--- src/qas_consts.svh ---
`ifndef QAS_CONSTS_SVH
`define QAS_CONSTS_SVH

// ----------------------------------------
// conversion cycle, counted in serial-clock edges
// ----------------------------------------
`define QAS_CONV_EDGES      5'h10
`define QAS_HOLD_FALL       5'h04
`define QAS_FIRST_DATA_FALL 5'h05
`define QAS_LAST_DATA_FALL  5'h0C
`define QAS_CTRL_LAST_RISE  4'h7

// ----------------------------------------
// control word layout
// ----------------------------------------
`define QAS_CTRL_BITS       8
`define QAS_CHAN_HI         4
`define QAS_CHAN_LO         3

// ----------------------------------------
// reset values
// ----------------------------------------
`define QAS_CTRL_RST        8'h00
`define QAS_CHAN_RST        2'h0
`define QAS_RESULT_RST      8'h00
`define QAS_PIN_RST         3'h1

`endif

--- src/qas_pkg.sv ---
package qas_pkg;

  // power-down covers both the deselected frame and the gap between conversions
  typedef enum logic [1:0] {
    st_pwrdn,
    st_track,
    st_hold
  } qas_state_t;

endpackage

--- src/qas_pin_sync.sv ---
`timescale 1ns/1ps

module qas_pin_sync #(
  parameter int              WIDTH   = 3,
  parameter logic [WIDTH-1:0] RST_VAL = '0
) (
  input  wire logic             sys_clk_i,  // system clock
  input  wire logic             resetn_i,   // synchronous reset, active low
  input  wire logic [WIDTH-1:0] pin_i,      // asynchronous pin levels
  output logic      [WIDTH-1:0] level_o     // filtered levels
);

  logic [WIDTH-1:0] stage1;
  logic [WIDTH-1:0] stage2;
  logic [WIDTH-1:0] stage3;
  logic [WIDTH-1:0] level;
  logic [WIDTH-1:0] next_level;

  // ----------------------------------------
  // a change is taken only once stages two and three agree
  // ----------------------------------------
  genvar g;
  generate
    for (g = 0; g < WIDTH; g++) begin : g_bit
      always_comb begin
        next_level[g] = (stage2[g] == stage3[g]) ? stage3[g] : level[g];
      end
    end
  endgenerate

  always_ff @(posedge sys_clk_i) begin
    if (!resetn_i) begin
      stage1 <= RST_VAL;
      stage2 <= RST_VAL;
      stage3 <= RST_VAL;
      level  <= RST_VAL;
    end else begin
      stage1 <= pin_i;
      stage2 <= stage1;
      stage3 <= stage2;
      level  <= next_level;
    end
  end

  assign level_o = level;

endmodule

--- src/qas_sequencer.sv ---
`timescale 1ns/1ps
`include "qas_consts.svh"

module qas_sequencer (
  input  wire logic       sys_clk_i,    // 250 MHz system clock
  input  wire logic       resetn_i,     // synchronous reset, active low
  input  wire logic       cs_n_i,       // frame select pin, active low
  input  wire logic       sclk_i,       // serial clock pin
  input  wire logic       din_i,        // serial control input pin
  input  wire logic [7:0] conv_code_i,  // code from the converter core
  output logic            dout_o,       // serial result output
  output logic            dout_oe_o,    // result output enable, high drives
  output logic      [1:0] chan_sel_o,   // analog input mux select
  output logic            track_o,      // sampling switch in track
  output logic            hold_o,       // hold and convert phase
  output logic            power_down_o, // core powered down
  output logic      [7:0] ctrl_word_o   // control register contents
);

  // ----------------------------------------
  // pin synchronisers
  // ----------------------------------------
  logic [2:0] pins_f;
  logic       cs_f;
  logic       sclk_f;
  logic       din_f;

  qas_pin_sync #(
    .WIDTH   (3),
    .RST_VAL (`QAS_PIN_RST)
  ) u_sync (
    .sys_clk_i (sys_clk_i),
    .resetn_i  (resetn_i),
    .pin_i     ({din_i, sclk_i, cs_n_i}),
    .level_o   (pins_f)
  );

  assign cs_f   = pins_f[0];
  assign sclk_f = pins_f[1];
  assign din_f  = pins_f[2];

  // ----------------------------------------
  // edge detection on the gated serial clock
  // ----------------------------------------
  logic cs_d;
  logic sclk_d;
  logic next_cs_d;
  logic next_sclk_d;
  logic int_fall;
  logic int_rise;

  always_comb begin
    next_cs_d   = cs_f;
    next_sclk_d = sclk_f;
    // a select fall with the clock low is the first falling edge
    int_fall = (cs_d & ~cs_f & ~sclk_f) | (sclk_d & ~sclk_f & ~cs_f);
    int_rise = ~sclk_d & sclk_f & ~cs_f;
  end

  always_ff @(posedge sys_clk_i) begin
    if (!resetn_i) begin
      cs_d   <= 1'h1;
      sclk_d <= 1'h0;
    end else begin
      cs_d   <= next_cs_d;
      sclk_d <= next_sclk_d;
    end
  end

  // ----------------------------------------
  // conversion phase, driven by falling edges
  // ----------------------------------------
  qas_pkg::qas_state_t state;
  qas_pkg::qas_state_t next_state;
  logic [4:0]          fall_cnt;
  logic [4:0]          next_fall_cnt;
  logic [4:0]          fall_inc;
  logic [1:0]          chan;
  logic [1:0]          next_chan;
  logic [7:0]          result_q;
  logic [7:0]          next_result_q;
  logic                dout;
  logic                next_dout;
  logic [7:0]          ctrl_q;

  always_comb begin
    next_state    = state;
    next_fall_cnt = fall_cnt;
    next_chan     = chan;
    next_result_q = result_q;
    next_dout     = dout;
    fall_inc      = 5'(fall_cnt + 5'h01);
    if (cs_f) begin
      next_state    = qas_pkg::st_pwrdn;
      next_fall_cnt = 5'h00;
      next_dout     = 1'h0;
    end else if (int_fall) begin
      case (state)
        qas_pkg::st_pwrdn: begin
          // fall after the sixteenth rise starts the next conversion
          next_state    = qas_pkg::st_track;
          next_fall_cnt = 5'h01;
          next_chan     = ctrl_q[`QAS_CHAN_HI:`QAS_CHAN_LO];
          next_dout     = 1'h0;
        end
        qas_pkg::st_track: begin
          next_fall_cnt = fall_inc;
          next_dout     = 1'h0;
          if (fall_inc == `QAS_HOLD_FALL) begin
            next_state    = qas_pkg::st_hold;
            // core output is taken as-is: 8-bit straight binary
            next_result_q = conv_code_i;
          end
        end
        qas_pkg::st_hold: begin
          next_fall_cnt = fall_inc;
          if (fall_inc >= `QAS_FIRST_DATA_FALL && fall_inc <= `QAS_LAST_DATA_FALL) begin
            next_dout = result_q[3'(`QAS_LAST_DATA_FALL - fall_inc)];
          end else begin
            next_dout = 1'h0;
          end
          if (fall_inc == `QAS_CONV_EDGES) begin
            next_state = qas_pkg::st_pwrdn;
          end
        end
        default: begin
          next_state = qas_pkg::st_pwrdn;
        end
      endcase
    end
  end

  always_ff @(posedge sys_clk_i) begin
    if (!resetn_i) begin
      state    <= qas_pkg::st_pwrdn;
      fall_cnt <= 5'h00;
      chan     <= `QAS_CHAN_RST;
      result_q <= `QAS_RESULT_RST;
      dout     <= 1'h0;
    end else begin
      state    <= next_state;
      fall_cnt <= next_fall_cnt;
      chan     <= next_chan;
      result_q <= next_result_q;
      dout     <= next_dout;
    end
  end

  // ----------------------------------------
  // control input capture, driven by rising edges
  // ----------------------------------------
  logic [3:0] rise_cnt;
  logic [3:0] next_rise_cnt;
  logic [6:0] shift_q;
  logic [6:0] next_shift_q;
  logic [7:0] next_ctrl_q;

  always_comb begin
    next_rise_cnt = rise_cnt;
    next_shift_q  = shift_q;
    next_ctrl_q   = ctrl_q;
    if (cs_f) begin
      next_rise_cnt = 4'h0;
    end else if (int_rise) begin
      // counter wraps each sixteen rises, so every conversion captures anew
      next_rise_cnt = 4'(rise_cnt + 4'h1);
      if (rise_cnt <= `QAS_CTRL_LAST_RISE) begin
        next_shift_q = {shift_q[5:0], din_f};
      end
      if (rise_cnt == `QAS_CTRL_LAST_RISE) begin
        next_ctrl_q = {shift_q, din_f};
      end
    end
  end

  always_ff @(posedge sys_clk_i) begin
    if (!resetn_i) begin
      rise_cnt <= 4'h0;
      shift_q  <= 7'h00;
      ctrl_q   <= `QAS_CTRL_RST;
    end else begin
      rise_cnt <= next_rise_cnt;
      shift_q  <= next_shift_q;
      ctrl_q   <= next_ctrl_q;
    end
  end

  // ----------------------------------------
  // outputs
  // ----------------------------------------
  assign dout_o       = dout;
  assign dout_oe_o    = ~cs_f;
  assign chan_sel_o   = chan;
  assign track_o      = (state == qas_pkg::st_track);
  assign hold_o       = (state == qas_pkg::st_hold);
  assign power_down_o = (state == qas_pkg::st_pwrdn);
  assign ctrl_word_o  = ctrl_q;
endmodule

--- config.mk ---
export PLATFORM = sky130hd
export DESIGN_NAME = qas_sequencer
export DESIGN_NICKNAME = d
export VERILOG_FILES = /design/src/qas_pkg.sv /design/src/qas_pin_sync.sv /design/src/qas_sequencer.sv
export VERILOG_INCLUDE_DIRS = /design/src /design/src/src
export SDC_FILE = /design/constraint.sdc
export NUM_CORES = 1
export LEC_CHECK = 0
export BUFFER_PORTS_ARGS = -buffer_cell sky130_fd_sc_hd__buf_4
export CAP_MARGIN = 40
export CORE_ASPECT_RATIO = 0.9
export CORE_UTILIZATION = 35
export CTS_CLUSTER_DIAMETER = 30
export CTS_CLUSTER_SIZE = 24
export DETAILED_ROUTE_END_ITERATION = 8
export SLEW_MARGIN = 20
export SYNTH_ARGS = -nofsm -noshare
export SYNTH_HDL_FRONTEND = slang
export SYNTH_SLANG_ARGS = --single-unit
--- constraint.sdc ---
create_clock -name sys_clk_i -period 5.12 [get_ports sys_clk_i]
set_input_delay 1.024 -clock sys_clk_i [delete_from_list [all_inputs] [get_ports sys_clk_i]]
set_output_delay 1.024 -clock sys_clk_i [all_outputs]
set_load 0.01 [all_outputs]
==> impl_metrics.env, run 1 <==
export IMPL_grt_pass1_wl_mm=6.42
export IMPL_dp_hpwl_mm=2.69
export IMPL_firstDrtPassIters=4
export IMPL_port_buffers=27
export IMPL_dp_cells=311
export IMPL_yosysSeqAreaShare=0.471
export IMPL_pwr_share_comb=0.025
export IMPL_drive_above_1_share=0.157
export IMPL_power_share_clock=0.357
export IMPL_yosys_register_bits=51
export IMPL_intPower_mw=0.508
export IMPL_p_switching_mw=0.139
export IMPL_final_cell_mix="dfxtp_1 (51), nand2_1 (27), buf_4 (27)"
export IMPL_grt_pass1_vias=1378
export IMPL_core_sq_um=5820
export IMPL_root_buffer="clkbuf_8"
export IMPL_finalSetupTns_ns=0
export IMPL_clock_skew_ns=0.00795
export IMPL_rsz0062_at_grt="no"
export IMPL_ys_warn_count=0
export IMPL_n_fill_cell=583
export IMPL_worstMarginPinSlew_ns=0.662
export IMPL_cts_tree="done"
export IMPL_total_power_mw=0.647
export IMPL_post_cts_setup_buffer_count=0
export IMPL_layout_commonest_cell="dfxtp_1"
export IMPL_synth_area_per_cell_sq_um=9.77
export IMPL_drt_iter0_markers=59
export IMPL_ir_drop_uv=108
export IMPL_start_util=0.373
export IMPL_syn_area_sq_um=2170
export IMPL_seq_power_share=0.619
export IMPL_drc=0
export IMPL_cts_made_buffers=5
export IMPL_antenna_cells=0
export IMPL_hold_slack_ns=0.415
export IMPL_die_area_sq_um=6520
export IMPL_ctsHoldBuffers=0
export IMPL_antenna_left=0
export IMPL_cp_max_fo=9
export IMPL_htree_levels=2
export IMPL_max_clock_freq_ghz=0.426
export IMPL_post_route_period_util=0.458
export IMPL_overflow=0
export IMPL_drv_slew=0
export IMPL_finalSetupViolations=0
export IMPL_p_leak_nw=1.00
export IMPL_status="complete, no violations"
export IMPL_fin_nets=269
export IMPL_p_sw_frac=0.215
export IMPL_clock_latency_ns=0.30
export IMPL_final_area_sq_um=2510
export IMPL_wl_per_cell_microns=12.4
export IMPL_cts_sinks=51
export IMPL_die_y_microns=76.7
export IMPL_wirelength_mm=3.94
export IMPL_finalHoldViolCount=0
export IMPL_grt_start_max_net_pins=40
export IMPL_ctsResizeCount=0
export IMPL_netlist_cell_type_count=37
export IMPL_vias=1578
export IMPL_clock_path_buffers=2
export IMPL_min_delay_path_class="flip-flop to flip-flop"
export IMPL_antenna_found_initial=0
export IMPL_io_pins=28
export IMPL_grtUsageTotal=0.126
export IMPL_postPlaceCellArea_sq_um=2420
export IMPL_maxSlewHeadroom=0.555
export IMPL_worstSetupPathType="flip-flop to flip-flop"
export IMPL_cp_end_kind="flip-flop"
export IMPL_final_cells=319
export IMPL_layout_min_cycle_time_ns=2.35
export IMPL_rows=26
export IMPL_maxCapViolCount=0
export IMPL_syn_inst=222
export IMPL_cellPowerDensity_nw_per_um2=258
export IMPL_area_growth_pct=15.6
export IMPL_worstPathRequired_ns=5.33
export IMPL_setup_worst_path_start_class="flip-flop"
export IMPL_synth_nets=243
export IMPL_die_w_microns=85.0
export IMPL_clk_pin_slew_ns=0.09
export IMPL_arrival_ns=2.56
export IMPL_viasPerCell=4.95
export IMPL_gp_congestion=0.819
==> state kept, by name (all words and copies together), names as in the netlist <==
| name | count |
|---|---|
| sclk_d | 1 |
| u_sync.stage3 | 3 |
| u_sync.stage2 | 3 |
| ctrl_word_o | 8 |
| u_sync.level_o | 3 |
| state | 2 |
| result_q | 8 |
| rise_cnt | 4 |
| shift_q | 7 |
| cs_d | 1 |
| dout_o | 1 |
| u_sync.stage1 | 3 |
| chan_sel_o | 2 |
| fall_cnt | 5 |
==> cells in the mapped netlist <==
cell type,n,area share
mux4_2,2,0.021
nand2_1,27,0.047
o21ai_1,1,0.0023
o311ai_0,1,0.0040
a211oi_1,1,0.0035
nand3b_1,1,0.0035
and2b_1,2,0.0069
and2_1,8,0.023
a31oi_1,2,0.0058
buf_6,1,0.0052
dfxtp_1,51,0.47
mux2i_1,19,0.088
buf_2,1,0.0023
nor2_1,12,0.021
o32ai_2,1,0.0075
o21ai_0,5,0.012
nor2_4,1,0.0052
nor2b_1,17,0.049
nor3b_2,1,0.0058
nand4b_1,1,0.0040
nor3_1,3,0.0069
nand3_1,6,0.014
o31ai_1,1,0.0035
xnor2_1,5,0.020
ha_1,8,0.046
a22oi_1,2,0.0069
nor4_1,2,0.0058
buf_4,1,0.0035
inv_1,8,0.014
nand4_1,3,0.0087
xor2_1,3,0.012
nand2b_1,4,0.012
or4_1,1,0.0035
clkbuf_1,5,0.0087
a21oi_1,3,0.0069
o2bb2ai_1,1,0.0040
a21boi_0,11,0.038
==> area by class of cell <==
type / count / area (sq um) / area share
multi-input cells: 155 / 1080 / 0.429
flip-flops and latches: 51 / 1020 / 0.407
repair buffers: 27 / 203 / 0.0808
well taps: 70 / 87.6 / 0.0349
clock buffers: 6 / 72.6 / 0.0289
inverters: 8 / 30.0 / 0.0120
clock inverters: 2 / 17.5 / 0.00699
==> worst max-delay path, stage by stage (launching register included) <==
cell	delay, ns
dfxtp_1	0.51
ha_1	0.34
xnor2_1	0.20
nor3b_2	0.24
nand4_1	0.55
o32ai_2	0.41
==> kinds of logic (layout without fill, tap and decap cells) <==
kind of cell / after synthesis / count (layout) / synth area share
AO/OA/AOI/OAI: 29 / 29 / 0.0940
XOR/XNOR: 8 / 8 / 0.0323
adder cells (fa/ha/maj): 8 / 8 / 0.0461
buffers and inverters: 16 / 43 / 0.0334
flip-flops: 51 / 51 / 0.471
multiplexers: 21 / 21 / 0.108
AND/OR/NAND/NOR: 89 / 89 / 0.215
==> power groups by stage <==
stage / sequential [mW] / clock, mW / combinational, mW
2_1_floorplan: 0.409 / 0 / 0.00795
3_3_place_gp: 0.410 / 0 / 0.0162
3_5_place_dp: 0.410 / 0 / 0.0163
4_1_cts: 0.400 / 0.243 / 0.0164
5_1_grt: 0.401 / 0.258 / 0.0172
6_report: 0.400 / 0.231 / 0.0159
==> metrics by stage <==
stage / utilization / setup slack, ns
final: 0.431 / 2.77
after global routing: 0.431 / 2.56
after CTS: 0.431 / 2.74
after detailed placement: 0.415 / 2.46
after global placement: 0.415 / 2.57
after floorplan: - / 3.18
==> path summary, 6_finish.rpt <==
kind         slack (ns)  cells after the start                to              from
min                0.42                      1  u_sync.stage2[0]  u_sync.stage1[0]
min reg2reg        0.42                      1  u_sync.stage2[0]  u_sync.stage1[0]
max                2.77                      5          state[1]       fall_cnt[0]
max reg2reg        2.77                      5          state[1]       fall_cnt[0]
==> per-layer routing <==
| metal | global-route usage | part of all wire | vias up |
|---|---|---|---|
| li1 | - | - | 805 |
| met1 | 0.175 | 0.51 | 741 |
| met2 | 0.178 | 0.43 | 24 |
| met3 | 0.0344 | 0.036 | 8 |
| met4 | 0.0627 | 0.019 | 0 |
| met5 | 0 | 0 | - |
No activity file was read; power rests on OpenSTA's default activity.
==> run 2: changes to the inputs <==
- ABC_AREA: unset -> 1
- clock period: 5.12 -> 2.3 ns (I/O delays scaled with it)
==> impl_metrics.env, run 2 <==
export IMPL_htree_levels=2
export IMPL_synthMuxAreaShare=0
export IMPL_overflow=0
export IMPL_maxSlewHeadroom=0.607
export IMPL_finalSetupTns_ns=0
export IMPL_wl_per_cell_microns=10.8
export IMPL_die_area_sq_um=6420
export IMPL_die_y_microns=76.1
export IMPL_total_power_mw=1.46
export IMPL_synth_compound_area_frac=0.116
export IMPL_synthAdderAreaFrac=0.0468
export IMPL_cp_top_family="simple AND/OR/NAND/NOR gates"
export IMPL_drive_above_1_share=0.169
export IMPL_root_buffer="clkbuf_8"
export IMPL_synthFlopType="dfxtp_1"
export IMPL_wirelength_mm=4.20
export IMPL_dp_hpwl_mm=3.15
export IMPL_fin_nets=340
export IMPL_regArea_sq_um=1020
export IMPL_worstPathRequired_ns=2.48
export IMPL_viasPerCell=4.67
export IMPL_synthArstFlopShare=0
export IMPL_antenna_left=0
export IMPL_grt_pass1_vias=1630
export IMPL_cts_tree="done"
export IMPL_setup_worst_path_start_class="flip-flop"
export IMPL_antenna_found_initial=0
export IMPL_min_delay_path_class="input port to flip-flop"
export IMPL_wl_met3_microns=164
export IMPL_drv_slew=0
export IMPL_yosys_register_bits=51
export IMPL_worstMarginPinSlew_ns=0.588
export IMPL_cp_max_fo=10
export IMPL_grt_start_max_net_pins=26
export IMPL_rows=26
export IMPL_antenna_cells=0
export IMPL_finalSetupViolations=0
export IMPL_cts_made_buffers=5
export IMPL_cp_end_kind="flip-flop"
export IMPL_slowest_delay_ns=0.50
export IMPL_grtUsageTotal=0.139
export IMPL_post_route_period_util=0.795
export IMPL_n_fill_cell=606
export IMPL_violations="DRC"
export IMPL_synth_top_family_by_area="simple AND/OR/NAND/NOR gates"
export IMPL_clock_skew_ns=0.00609
export IMPL_gp_congestion=0.798
export IMPL_finalHoldViolCount=0
export IMPL_core_sq_um=5790
export IMPL_area_growth_pct=18.3
export IMPL_netlist_cell_type_count=24
export IMPL_worstSetupPathType="flip-flop to flip-flop"
export IMPL_p_leak_nw=1.10
export IMPL_clk_pin_slew_ns=0.09
export IMPL_multi_input_area_sq_um=948
export IMPL_crit_buf_inv=2
export IMPL_clock_latency_ns=0.30
export IMPL_top_layer="met4"
export IMPL_ctsHoldBuffers=0
export IMPL_yosysSeqAreaShare=0.478
export IMPL_synth_most_common_cell="dfxtp_1"
export IMPL_synth_nets=307
export IMPL_start_util=0.369
export IMPL_drt_iter0_markers=50
export IMPL_die_w_microns=84.4
export IMPL_syn_inst=286
export IMPL_post_cts_setup_buffer_count=0
export IMPL_drc=4
export IMPL_cellPowerDensity_nw_per_um2=579
export IMPL_ys_warn_count=0
export IMPL_firstDrtPassIters=6
export IMPL_cts_sinks=51
export IMPL_arrival_ns=2.01
export IMPL_clock_path_buffers=2
export IMPL_max_clock_freq_ghz=0.547
export IMPL_synth_simple_area_share=0.281
export IMPL_synth_commonest_cells="dfxtp_1 (51), nand2_1 (50), nor2_1 (46), inv_1 (34), a21oi_1 (23)"
export IMPL_wl_met1_mm=2.15
export IMPL_ctsResizeCount=0
export IMPL_rsz0062_at_grt="no"
export IMPL_final_core_util=0.437
export IMPL_layout_commonest_cell="dfxtp_1"
export IMPL_syn_area_sq_um=2140
export IMPL_ir_drop_uv=274
export IMPL_maxCapViolCount=0
export IMPL_vias=1821
export IMPL_final_cell_mix="dfxtp_1 (51), nand2_1 (50), nor2_1 (46)"
export IMPL_grt_pass1_wl_mm=7.20
export IMPL_synth_xor_area_share=0
export IMPL_io_pins=28
export IMPL_crit_chain="inv_1, ha_1, inv_1, nand2_1, or2_2, nand3_1, nand2_1, nand4_1, a21oi_1"
export IMPL_synth_area_leaders="dfxtp_1 (48%), nand2_1 (8.8%), nor2_1 (8.1%)"
export IMPL_port_buffers=27
export IMPL_layout_min_cycle_time_ns=1.83
export IMPL_crit_slowest_cell="dfxtp_1"
export IMPL_synth_top_cell_area_share=0.478
export IMPL_synth_area_per_cell_sq_um=7.47
export IMPL_status="finished with violations"
export IMPL_yosysTopAreaCell="dfxtp_1"
export IMPL_synth_edf_count=0
export IMPL_wl_met2_mm=1.84
-- run 2: cell types whose count changed after synthesis, sizes merged, moves of 8 or more --
| cell | delta |
|---|---|
| nor2 | +34 |
| inv | +29 |
| nand2 | +26 |
| a21oi | +20 |
| mux2i | -19 |
| o21ai | +19 |
| nor2b | -17 |
| nand3 | +12 |
| a21boi | -11 |
| or2 | +8 |
-- run 2: final cells by class --
| cell class | instances | share of cell area |
|---|---|---|
| well taps | 70 | 0.0346 |
| repair buffers | 30 | 0.0891 |
| clock buffers | 7 | 0.0341 |
| clock inverters | 1 | 0.00346 |
| inverters | 39 | 0.0599 |
| flip-flops and latches | 51 | 0.404 |
| multi-input cells | 192 | 0.375 |
-- run 2: cell families after synthesis --
group / after synthesis
and+or+nand+nor: 135
DFF: 51
AOI/OAI and AO/OA: 49
buffers and inverters: 43
adders and majority gates: 8
-- run 2: final timing paths --
path	from	to	slack [ns]	depth (start not counted)
worst max-delay path	fall_cnt[0]	dout_o	0.47	9
worst min-delay path	din_i	u_sync.stage1[2]	0.34	3
worst max register to register	fall_cnt[0]	dout_o	0.47	9
worst min register to register	u_sync.stage1[0]	u_sync.stage2[0]	0.42	1
-- run 2: tightest hold or removal path, stage by stage --
cell	delay (ns)
buf_4	0.07
nand2_1	0.04
inv_1	0.04
-- run 2: power breakdown --
group          leakage (nW)  internal [mW]  switching, mW
Combinational         0.643         0.0209         0.0177
Sequential            0.412          0.889        0.00260
Clock                0.0484          0.247          0.286
-- run 2: metal layers --
metal | up-vias | GRT usage
met5 | - | 0
met4 | 0 | 0.0508
met3 | 4 | 0.0325
met2 | 29 | 0.221
met1 | 819 | 0.184
li1 | 969 | -
-- run 2: through the flow --
| stage | cell area (sq um) | hold slack (ns) | setup WS [ns] | instances |
|---|---|---|---|---|
| 3_5_place_dp | 2430 | 0.400 | 0.460 | 382 |
| 5_1_grt | 2530 | 0.327 | 0.284 | 390 |
| 3_3_place_gp | 2430 | 0.394 | 0.502 | 382 |
| 6_report | 2530 | 0.338 | 0.471 | 390 |
| 4_1_cts | 2530 | 0.328 | 0.465 | 390 |
| 2_1_floorplan | 2140 | 0.390 | 0.649 | 286 |
